File: config.mk
export PLATFORM = sky130hd
export DESIGN_NAME = pc_card_area_timing_config
export DESIGN_NICKNAME = d
export VERILOG_FILES = /design/src/rtl/pc_card_pkg.sv /design/src/rtl/wait_code_lut.sv /design/src/rtl/pin_sync3.sv /design/src/rtl/pc_card_area_timing_config.sv
export VERILOG_INCLUDE_DIRS = /design/src /design/src/rtl
export SDC_FILE = /design/constraint.sdc
export NUM_CORES = 1
export LEC_CHECK = 0
export BUFFER_PORTS_ARGS = -buffer_cell sky130_fd_sc_hd__buf_4
export CORE_UTILIZATION = 49
export CTS_CLUSTER_SIZE = 10
export DETAILED_ROUTE_END_ITERATION = 8
export PLACE_DENSITY = 0.85
export SLEW_MARGIN = 15
export SYNTH_ARGS = -nofsm -noshare
export SYNTH_HDL_FRONTEND = slang
export SYNTH_HIERARCHICAL = 1
export SYNTH_SLANG_ARGS = --single-unit
File: constraint.sdc
create_clock -name clock_i -period 3.4 [get_ports clock_i]
set_input_delay 0.17 -clock clock_i [delete_from_list [all_inputs] [get_ports clock_i]]
set_output_delay 0.17 -clock clock_i [all_outputs]
set_load 0.02 [all_outputs]
File: src/rtl/pc_card_defines.svh
// Register offsets, field positions, reset values and counter widths
// Assumes inclusion by bare name from the card timing files
`ifndef PC_CARD_DEFINES_SVH
`define PC_CARD_DEFINES_SVH

`define REG_ADDR_W        8
`define REG_AREA5_OFS     8'h00
`define REG_AREA6_OFS     8'h04

`define UPPER_SPACE_BIT   21
`define LOWER_SPACE_BIT   20
`define TED_MSB           14
`define TED_LSB           11
`define PCW_MSB           10
`define PCW_LSB           7
`define WM_BIT            6
`define TEH_MSB           3
`define TEH_LSB           0

`define TED_RESET         4'h0
`define PCW_RESET         4'ha
`define TEH_RESET         4'h0
`define WM_RESET          1'b0
`define SPACE_RESET       1'b0

`define WAIT_CNT_W        7

`endif

File: src/rtl/pc_card_pkg.sv
// Types shared by the card timing block and its helpers
// Assumes pc_card_defines.svh for widths
`include "pc_card_defines.svh"

package pc_card_pkg;

   typedef struct packed {
      logic       upper_space_attribute;
      logic       lower_space_attribute;
      logic [3:0] addr_to_strobe_delay;
      logic [3:0] access_wait_count;
      logic       ext_wait_mask;
      logic [3:0] strobe_to_addr_hold;
   } area_cfg_type;

   typedef struct packed {
      logic write;
      logic area;
      logic card_select_address_bit;
   } access_req_type;

   typedef enum logic [2:0] {
      ST_IDLE,
      ST_SETUP,
      ST_STROBE,
      ST_EXT_WAIT,
      ST_HOLD
   } cycle_state_type;

endpackage : pc_card_pkg

File: src/rtl/wait_code_lut.sv
// Maps the four-bit access wait code to a count of bus cycles
// Assumes a purely combinational use by the access sequencer
`timescale 1ns/1ps
`include "pc_card_defines.svh"

module wait_code_lut (
   input  wire logic [3:0]             code_i,
   output logic      [`WAIT_CNT_W-1:0] cycles_o
);

   // ------------------------------------------------------------
   // Code table
   // ------------------------------------------------------------
   function automatic logic [`WAIT_CNT_W-1:0] wait_cycles(input logic [3:0] c);
      case (c)
         4'h0:    wait_cycles = 7'h03;
         4'h1:    wait_cycles = 7'h06;
         4'h2:    wait_cycles = 7'h09;
         4'h3:    wait_cycles = 7'h0c;
         4'h4:    wait_cycles = 7'h0f;
         4'h5:    wait_cycles = 7'h12;
         4'h6:    wait_cycles = 7'h16;
         4'h7:    wait_cycles = 7'h1a;
         4'h8:    wait_cycles = 7'h1e;
         4'h9:    wait_cycles = 7'h21;
         4'ha:    wait_cycles = 7'h24;
         4'hb:    wait_cycles = 7'h26;
         4'hc:    wait_cycles = 7'h34;
         4'hd:    wait_cycles = 7'h3c;
         4'he:    wait_cycles = 7'h40;
         default: wait_cycles = 7'h50;
      endcase
   endfunction : wait_cycles

   assign cycles_o = wait_cycles(code_i);

endmodule : wait_code_lut

File: src/rtl/pin_sync3.sv
// Three-stage synchroniser for a level from a pin
// Assumes the pin is asynchronous to clock_i
`timescale 1ns/1ps

module pin_sync3 #(
   parameter logic RESET_LEVEL = 1'b1
) (
   input  wire logic clock_i,
   input  wire logic rst_b_i,
   input  wire logic pin_i,
   output logic      level_o
);

   logic s1_r;
   logic s2_r;
   logic s3_r;
   logic level_r;
   logic agree;

   // Only the second and third stages are compared; first is metastable
   assign agree   = (s2_r == s3_r);
   assign level_o = level_r;

   always_ff @(posedge clock_i or negedge rst_b_i) begin
      if (!rst_b_i) begin
         s1_r    <= RESET_LEVEL;
         s2_r    <= RESET_LEVEL;
         s3_r    <= RESET_LEVEL;
         level_r <= RESET_LEVEL;
      end else begin
         s1_r    <= pin_i;
         s2_r    <= s1_r;
         s3_r    <= s2_r;
         level_r <= agree ? s3_r : level_r;
      end
   end

endmodule : pin_sync3

File: src/rtl/pc_card_area_timing_config.sv
// Card-interface timing registers for two areas and their access sequencer
// Assumes a plain register port and a bus controller issuing card accesses
//
// What this block does
// Reserved bits 31..22 and 19..15 of each area register read as zero and ignore writes.
// With the card select address bit high, the upper space attribute picks I/O or memory cycles.
// With the card select address bit low, the lower space attribute picks I/O or memory cycles.
// Space attributes only matter while the area is in card interface mode.
// Strobe asserts half a cycle plus the delay field (14..11, reset 0) after the address.
// Software never writes delay codes 1000 and above; the block does not trap them and counts only the low three bits.
// Access wait cycles follow the table 3,6,9,12,15,18,22,26,30,33,36,38,52,60,64,80.
// The wait field sits in 10..7 and resets to 1010, giving 36 cycles.
// The wait mask bit set ignores the external wait input; clear honours it.
// Address holds half a cycle plus the hold field after strobe negation.
// New settings take effect from the next access, never the one in progress.
//
// Design decisions made here: the strobed register port and the placing of the registers.
`timescale 1ns/1ps
`include "pc_card_defines.svh"

module pc_card_area_timing_config (
   input  wire logic                          clock_i,
   input  wire logic                          rst_b_i,
   // Register port
   input  wire logic [`REG_ADDR_W-1:0]        reg_addr_i,
   input  wire logic [31:0]                   reg_wdata_i,
   input  wire logic                          reg_wr_i,
   input  wire logic                          reg_rd_i,
   output logic      [31:0]                   reg_rdata_o,
   // Access request from the bus controller
   input  wire logic                          acc_req_i,
   input  wire pc_card_pkg::access_req_type   acc_info_i,
   input  wire logic [1:0]                    area_card_mode_i,
   output logic                               acc_busy_o,
   output logic                               acc_done_o,
   // Card side
   input  wire logic                          ext_wait_b_i,
   output logic                               addr_enable_o,
   output logic                               io_cycle_o,
   output logic                               rd_strobe_b_o,
   output logic                               wr_strobe_b_o
);
   import pc_card_pkg::*;

   // ------------------------------------------------------------
   // Field packing
   // ------------------------------------------------------------
   function automatic area_cfg_type cfg_from_word(input logic [31:0] w);
      area_cfg_type c;
      c.upper_space_attribute = w[`UPPER_SPACE_BIT];
      c.lower_space_attribute = w[`LOWER_SPACE_BIT];
      c.addr_to_strobe_delay  = w[`TED_MSB:`TED_LSB];
      c.access_wait_count     = w[`PCW_MSB:`PCW_LSB];
      c.ext_wait_mask         = w[`WM_BIT];
      c.strobe_to_addr_hold   = w[`TEH_MSB:`TEH_LSB];
      return c;
   endfunction : cfg_from_word

   function automatic logic [31:0] word_from_cfg(input area_cfg_type c);
      logic [31:0] w;
      w                      = 32'h0000_0000; // Reserved bits stay zero
      w[`UPPER_SPACE_BIT]    = c.upper_space_attribute;
      w[`LOWER_SPACE_BIT]    = c.lower_space_attribute;
      w[`TED_MSB:`TED_LSB]   = c.addr_to_strobe_delay;
      w[`PCW_MSB:`PCW_LSB]   = c.access_wait_count;
      w[`WM_BIT]             = c.ext_wait_mask;
      w[`TEH_MSB:`TEH_LSB]   = c.strobe_to_addr_hold;
      return w;
   endfunction : word_from_cfg

   // ------------------------------------------------------------
   // Register file
   // ------------------------------------------------------------
   area_cfg_type cfg5_r;
   area_cfg_type cfg6_r;
   logic [31:0]  rdata_r;
   logic [31:0]  rdata_nxt;
   logic         hit5;
   logic         hit6;

   localparam area_cfg_type CFG_RESET = '{
      upper_space_attribute: `SPACE_RESET,
      lower_space_attribute: `SPACE_RESET,
      addr_to_strobe_delay:  `TED_RESET,
      access_wait_count:     `PCW_RESET,
      ext_wait_mask:         `WM_RESET,
      strobe_to_addr_hold:   `TEH_RESET
   };

   assign hit5 = (reg_addr_i == `REG_AREA5_OFS);
   assign hit6 = (reg_addr_i == `REG_AREA6_OFS);

   // Unmapped or idle reads give zero
   assign rdata_nxt = !reg_rd_i ? 32'h0000_0000 :
                      hit5      ? word_from_cfg(cfg5_r) :
                      hit6      ? word_from_cfg(cfg6_r) : 32'h0000_0000;

   assign reg_rdata_o = rdata_r;

   always_ff @(posedge clock_i or negedge rst_b_i) begin
      if (!rst_b_i) begin
         cfg5_r  <= CFG_RESET;
         cfg6_r  <= CFG_RESET;
         rdata_r <= 32'h0000_0000;
      end else begin
         // Only defined fields are stored; reserved bits drop
         if (reg_wr_i && hit5) begin
            cfg5_r <= cfg_from_word(reg_wdata_i);
         end
         if (reg_wr_i && hit6) begin
            cfg6_r <= cfg_from_word(reg_wdata_i);
         end
         rdata_r <= rdata_nxt;
      end
   end

   // ------------------------------------------------------------
   // Request decode
   // ------------------------------------------------------------
   area_cfg_type sel_cfg;
   logic         sel_card;
   logic         sel_space;
   logic         sel_io;

   assign sel_cfg   = acc_info_i.area ? cfg6_r : cfg5_r;
   assign sel_card  = area_card_mode_i[acc_info_i.area];
   assign sel_space = acc_info_i.card_select_address_bit ?
                      sel_cfg.upper_space_attribute :
                      sel_cfg.lower_space_attribute;
   assign sel_io    = sel_card && sel_space;

   // ------------------------------------------------------------
   // External wait pin
   // ------------------------------------------------------------
   logic ext_wait_b_sync;
   logic ext_waiting;

   pin_sync3 #(
      .RESET_LEVEL (1'b1)
   ) u_wait_sync (
      .clock_i (clock_i),
      .rst_b_i (rst_b_i),
      .pin_i   (ext_wait_b_i),
      .level_o (ext_wait_b_sync)
   );

   // ------------------------------------------------------------
   // Access sequencer
   // ------------------------------------------------------------
   cycle_state_type        state_r;
   area_cfg_type           act_r;
   logic                   write_r;
   logic                   io_r;
   logic                   addr_en_r;
   logic                   strobe_pos_r;
   logic                   done_r;
   logic [`WAIT_CNT_W-1:0] cnt_r;
   logic [`WAIT_CNT_W-1:0] wait_cycles;
   logic [`WAIT_CNT_W-1:0] ted_cycles;
   logic [`WAIT_CNT_W-1:0] teh_cycles;
   logic                   start;
   logic                   cnt_zero;
   logic                   hold_on_wait;

   wait_code_lut u_wait_lut (
      .code_i   (act_r.access_wait_count),
      .cycles_o (wait_cycles)
   );

   // Prohibited delay codes are not trapped; only the low three bits count
   assign ted_cycles   = {4'h0, sel_cfg.addr_to_strobe_delay[2:0]};
   assign teh_cycles   = {3'h0, act_r.strobe_to_addr_hold};
   assign start        = (state_r == ST_IDLE) && acc_req_i;
   assign cnt_zero     = (cnt_r == 7'h00);
   assign ext_waiting  = !ext_wait_b_sync;
   assign hold_on_wait = ext_waiting && !act_r.ext_wait_mask;

   assign acc_busy_o    = (state_r != ST_IDLE);
   assign acc_done_o    = done_r;
   assign addr_enable_o = addr_en_r;
   assign io_cycle_o    = io_r;

   always_ff @(posedge clock_i or negedge rst_b_i) begin
      if (!rst_b_i) begin
         state_r      <= ST_IDLE;
         act_r        <= CFG_RESET;
         write_r      <= 1'b0;
         io_r         <= 1'b0;
         addr_en_r    <= 1'b0;
         strobe_pos_r <= 1'b0;
         done_r       <= 1'b0;
         cnt_r        <= 7'h00;
      end else begin
         done_r <= 1'b0;
         case (state_r)
            ST_IDLE: begin
               if (start) begin
                  // Snapshot so later writes do not touch this access
                  act_r     <= sel_cfg;
                  write_r   <= acc_info_i.write;
                  io_r      <= sel_io;
                  addr_en_r <= 1'b1;
                  if (ted_cycles == 7'h00) begin
                     strobe_pos_r <= 1'b1;
                     state_r      <= ST_STROBE;
                     cnt_r        <= 7'h00;
                  end else begin
                     state_r <= ST_SETUP;
                     cnt_r   <= ted_cycles;
                  end
               end
            end
            ST_SETUP: begin
               if (cnt_r == 7'h01) begin
                  strobe_pos_r <= 1'b1;
                  state_r      <= ST_STROBE;
                  cnt_r        <= 7'h00;
               end else begin
                  cnt_r <= cnt_r - 7'h01;
               end
            end
            ST_STROBE: begin
               // Count loads on the first strobe cycle from the snapshot
               if (cnt_r == 7'h01 || (cnt_zero && wait_cycles == 7'h00)) begin
                  if (hold_on_wait) begin
                     state_r <= ST_EXT_WAIT;
                  end else begin
                     strobe_pos_r <= 1'b0;
                     state_r      <= ST_HOLD;
                     cnt_r        <= teh_cycles;
                  end
               end else if (cnt_zero) begin
                  cnt_r <= wait_cycles - 7'h01;
               end else begin
                  cnt_r <= cnt_r - 7'h01;
               end
            end
            ST_EXT_WAIT: begin
               if (!hold_on_wait) begin
                  strobe_pos_r <= 1'b0;
                  state_r      <= ST_HOLD;
                  cnt_r        <= teh_cycles;
               end
            end
            ST_HOLD: begin
               if (cnt_zero) begin
                  addr_en_r <= 1'b0;
                  done_r    <= 1'b1;
                  state_r   <= ST_IDLE;
               end else begin
                  cnt_r <= cnt_r - 7'h01;
               end
            end
            default: begin
               state_r      <= ST_IDLE;
               addr_en_r    <= 1'b0;
               strobe_pos_r <= 1'b0;
            end
         endcase
      end
   end

   // ------------------------------------------------------------
   // Half-cycle strobe retiming
   // ------------------------------------------------------------
   // Falling-edge stage adds the half cycle to both assert and negate
   logic rd_strobe_b_r;
   logic wr_strobe_b_r;

   assign rd_strobe_b_o = rd_strobe_b_r;
   assign wr_strobe_b_o = wr_strobe_b_r;

   always_ff @(negedge clock_i or negedge rst_b_i) begin
      if (!rst_b_i) begin
         rd_strobe_b_r <= 1'b1;
         wr_strobe_b_r <= 1'b1;
      end else begin
         rd_strobe_b_r <= !(strobe_pos_r && !write_r);
         wr_strobe_b_r <= !(strobe_pos_r && write_r);
      end
   end

endmodule : pc_card_area_timing_config

==> results.md <==
- Status: complete, no violations
- Crit path DAT: 3.56 ns
- Total Wirelength: 9010 um
- FF/Latch Area: 0.00189 mm^2
- Final Max Slew Viols: 0
- Element type at the critical path end: flip-flop
- Largest family of logic cells by synthesized area: multiplexers
- Max-cap viol count: 0
- HP Class: in2async
- GR Util met3: 0.0468
- Pint: 1.30 mW
- Initial DRC count: 256
- GR peak layer: met2
- Synth Area in Compound Gates: 0.123
- CP max stage cell: or4_1
- Yosys cell types: 60
- # diodes: 0
- TritonRoute pass-1 iters: 4
- CP Launch Type: flip-flop
- Hold Slack: 0.0420 ns
- Layout cells sized above 1: 0.309
- Crit Path Category: reg2reg
- Synth Area in XOR/XNOR: 0.0108
- Post-Synth Simple-Gate Area: 0.131
- Leakage: 2.22 nW
- Seq pwr share: 0.528
- Area growth syn-to-layout: 16.3%
- Vias: 3,097
- Cells along the critical path: inv_1, ha_1, inv_1, mux4_1, or4_1, or4_4, a211oi_2, o2bb2ai_1, a221o_1
- CTS buffer count: 9
- Cells after Synth: 379
- Most frequent cells in the layout: dfrtp_1 (63), buf_4 (63), nor2_1 (45), mux2_2 (33), mux2i_1 (31)
- H-tree levels: 3
- #FFs+latches synth: 75
- Post-synthesis sequential area ratio: 0.468
- Fillers: 628
- Slowest stage delay, CP: 0.57 ns
- Fin nets: 497
- Comb pwr share: 0.107
- Period minus WS final: 3.26 ns
- Asr flop ratio synth: 1.00
- Synth warn: 6
- Remaining DRCs: 0
- Final hold vios: 0
- Initial Util: 0.516
- Clk_skew: 0.0387 ns
- Clk_lat worst skew: 0.38 ns
- Synth Flop Type: dfrtp_1
- Critical path peak fanout: 4
- Mapped Area: 0.00405 mm^2
- Pwr/cell area: 383 mW/mm^2
- Area after DPL: 0.00449 mm^2
- Clock root buffer: clkbuf_8
- Total GRT Usage: 0.224
- Synth Area per Inst: 10.7 um^2
- WL per Instance: 16.5 um
- Crit path required time: 3.70 ns
- GPL Wtd Cong: 0.890
- Area of the core: 0.00785 mm^2
- First-pass GRT wire length: 14,900 um
- Max VDD drop: 0.250 mV
- Max Fclk: 307 MHz
- Final Cell Area: 0.00470 mm^2
- Most frequent CP cell: inv_1
- Power Total: 1.80 mW
- Switching share of power: 0.280
- Vias per inst: 5.67
- Mux cell area share after synthesis: 0.179
- Worst-margin pin slew: 0.901 ns
- Clk buf depth: 2
- FF-to-FF path depth: 9
- GRT met2 Usage: 0.380
- Final ANT Viol Nets: 0
- Die Wd: 92.9 um
- Post-synth EDFFs: 0
- Num rows: 32
- DP HPWL: 6240 um
- Worst-path clk slew: 0.09 ns
- Largest net degree at the start of global routing: 74
- Die Y: 92.9 um
- Initial antenna violation count: 0
- Die area: 0.00863 mm^2
- # port buffers: 54
- Final setup violation count: 0
- Clock sink count: 75
- Met1 usage: 0.279
- Area of the multi-input gates: 0.00197 mm^2
- Fin crit share: 0.958
- Clock Power Share: 0.365
- Max transition margin: 0.399
- Post-layout util: 0.599
- Vias in the first global route: 3,086
- Top Ports: 89
- Net switching power: 504 uW
- Adder-cell share of the synthesized area: 0.0244
- Remaining global-route overflow: 0
- TritonCTS clock tree: done
==> worst paths after layout <==
check	start	end	slack [ns]
max	act_r[6]	cnt_r[3]	0.14
min	rst_b_i	acc_done_o	0.04
max reg2reg	act_r[6]	cnt_r[3]	0.14
min reg2reg	u_wait_sync/s1_r	u_wait_sync/s2_r	0.36
max in group asynchronous	rst_b_i	wr_strobe_b_o	1.94
min in group clock_i	acc_info_i[2]	write_r	0.05
==> Yosys cell counts, types with 3 or more instances <==
cell type / number / area, um^2
buf_6: 3 / 33.8
a211oi_1: 3 / 22.5
mux2i_1: 31 / 310
xnor2_1: 3 / 26.3
mux2_2: 33 / 372
o21ai_0: 10 / 50.1
buf_4: 17 / 128
nor4_1: 5 / 31.3
o21ai_1: 3 / 15.0
nor2_1: 45 / 169
nand2b_1: 7 / 43.8
clkbuf_1: 10 / 37.5
nor3_1: 5 / 25.0
inv_1: 13 / 48.8
nand2_1: 19 / 71.3
o211ai_1: 5 / 37.5
nor2b_1: 7 / 43.8
dfrtp_1: 63 / 1580
a21oi_1: 19 / 95.1
dfstp_2: 12 / 315
nor3b_1: 3 / 22.5
o22ai_1: 3 / 18.8
ha_1: 7 / 87.6
nand3_1: 4 / 20.0
==> area by class of cell <==
class,count,share of cell area
clock buffer,9,0.0263
clock inverter,9,0.0141
inverter,12,0.00957
multi-input combinational,275,0.418
sequential,75,0.402
tap,102,0.0271
timing repair buffer,64,0.103
==> per-stage QoR <==
step | setup slack, ns | cells | setup TNS (ns)
after floorplan | 0.265 | 395 | 0
after CTS | 0.0765 | 544 | 0
final | 0.144 | 546 | 0
after detailed placement | 0.0892 | 526 | 0
after global placement | 0.183 | 526 | 0
after global routing | -0.0112 | 546 | -0.0112
==> flip-flops by register name (all words and copies together), names as in the netlist, 3 cells and up <==
| register | cells |
|---|---|
| reg_rdata_o | 15 |
| state_r | 3 |
| cfg6_r | 15 |
| cfg5_r | 15 |
| act_r | 9 |
| cnt_r | 7 |
==> critical path: cells and delay by family (launching register included) <==
| family | cells | cell delay (ns) |
|---|---|---|
| and+or+nand+nor | 2 | 1.12 |
| AOI/OAI and AO/OA | 3 | 0.57 |
| DFF | 1 | 0.56 |
| muxes | 1 | 0.51 |
| adders and majority gates | 1 | 0.31 |
| buffers and inverters | 2 | 0.14 |
==> kinds of logic (layout without fill, tap and decap cells) <==
| kind of cell | after synthesis | count (layout) |
|---|---|---|
| and+or+nand+nor | 108 | 108 |
| other | 1 | 17 |
| AOI/OAI and AO/OA | 71 | 71 |
| adders and majority gates | 8 | 8 |
| muxes | 66 | 66 |
| buffers and inverters | 45 | 94 |
| DFF | 75 | 75 |
| xor gates and xnor gates | 5 | 5 |
==> per-layer routing <==
| metal | share of wire | wire (um) |
|---|---|---|
| met5 | 0 | 0 |
| met2 | 0.51 | 4620 |
| met1 | 0.42 | 3740 |
| met3 | 0.060 | 540 |
| met4 | 0.012 | 104 |
==> power by group through the flow <==
stage	clock, mW	combinational, mW	sequential, mW
final	0.657	0.193	0.950
after global routing	0.710	0.213	0.955
after detailed placement	0.00552	0.188	0.968
after floorplan	0.00552	0.129	0.961
after global placement	0.00552	0.182	0.964
after CTS	0.670	0.190	0.951
==> timing repair <==
action,4_1_cts,5_1_grt
endpoints found under the hold margin,1,0
endpoints found under the setup margin,0,8
hold buffers,1,0
buffers inserted,0,2
gates resized for setup,0,1
(Power assumes the default switching activity.)
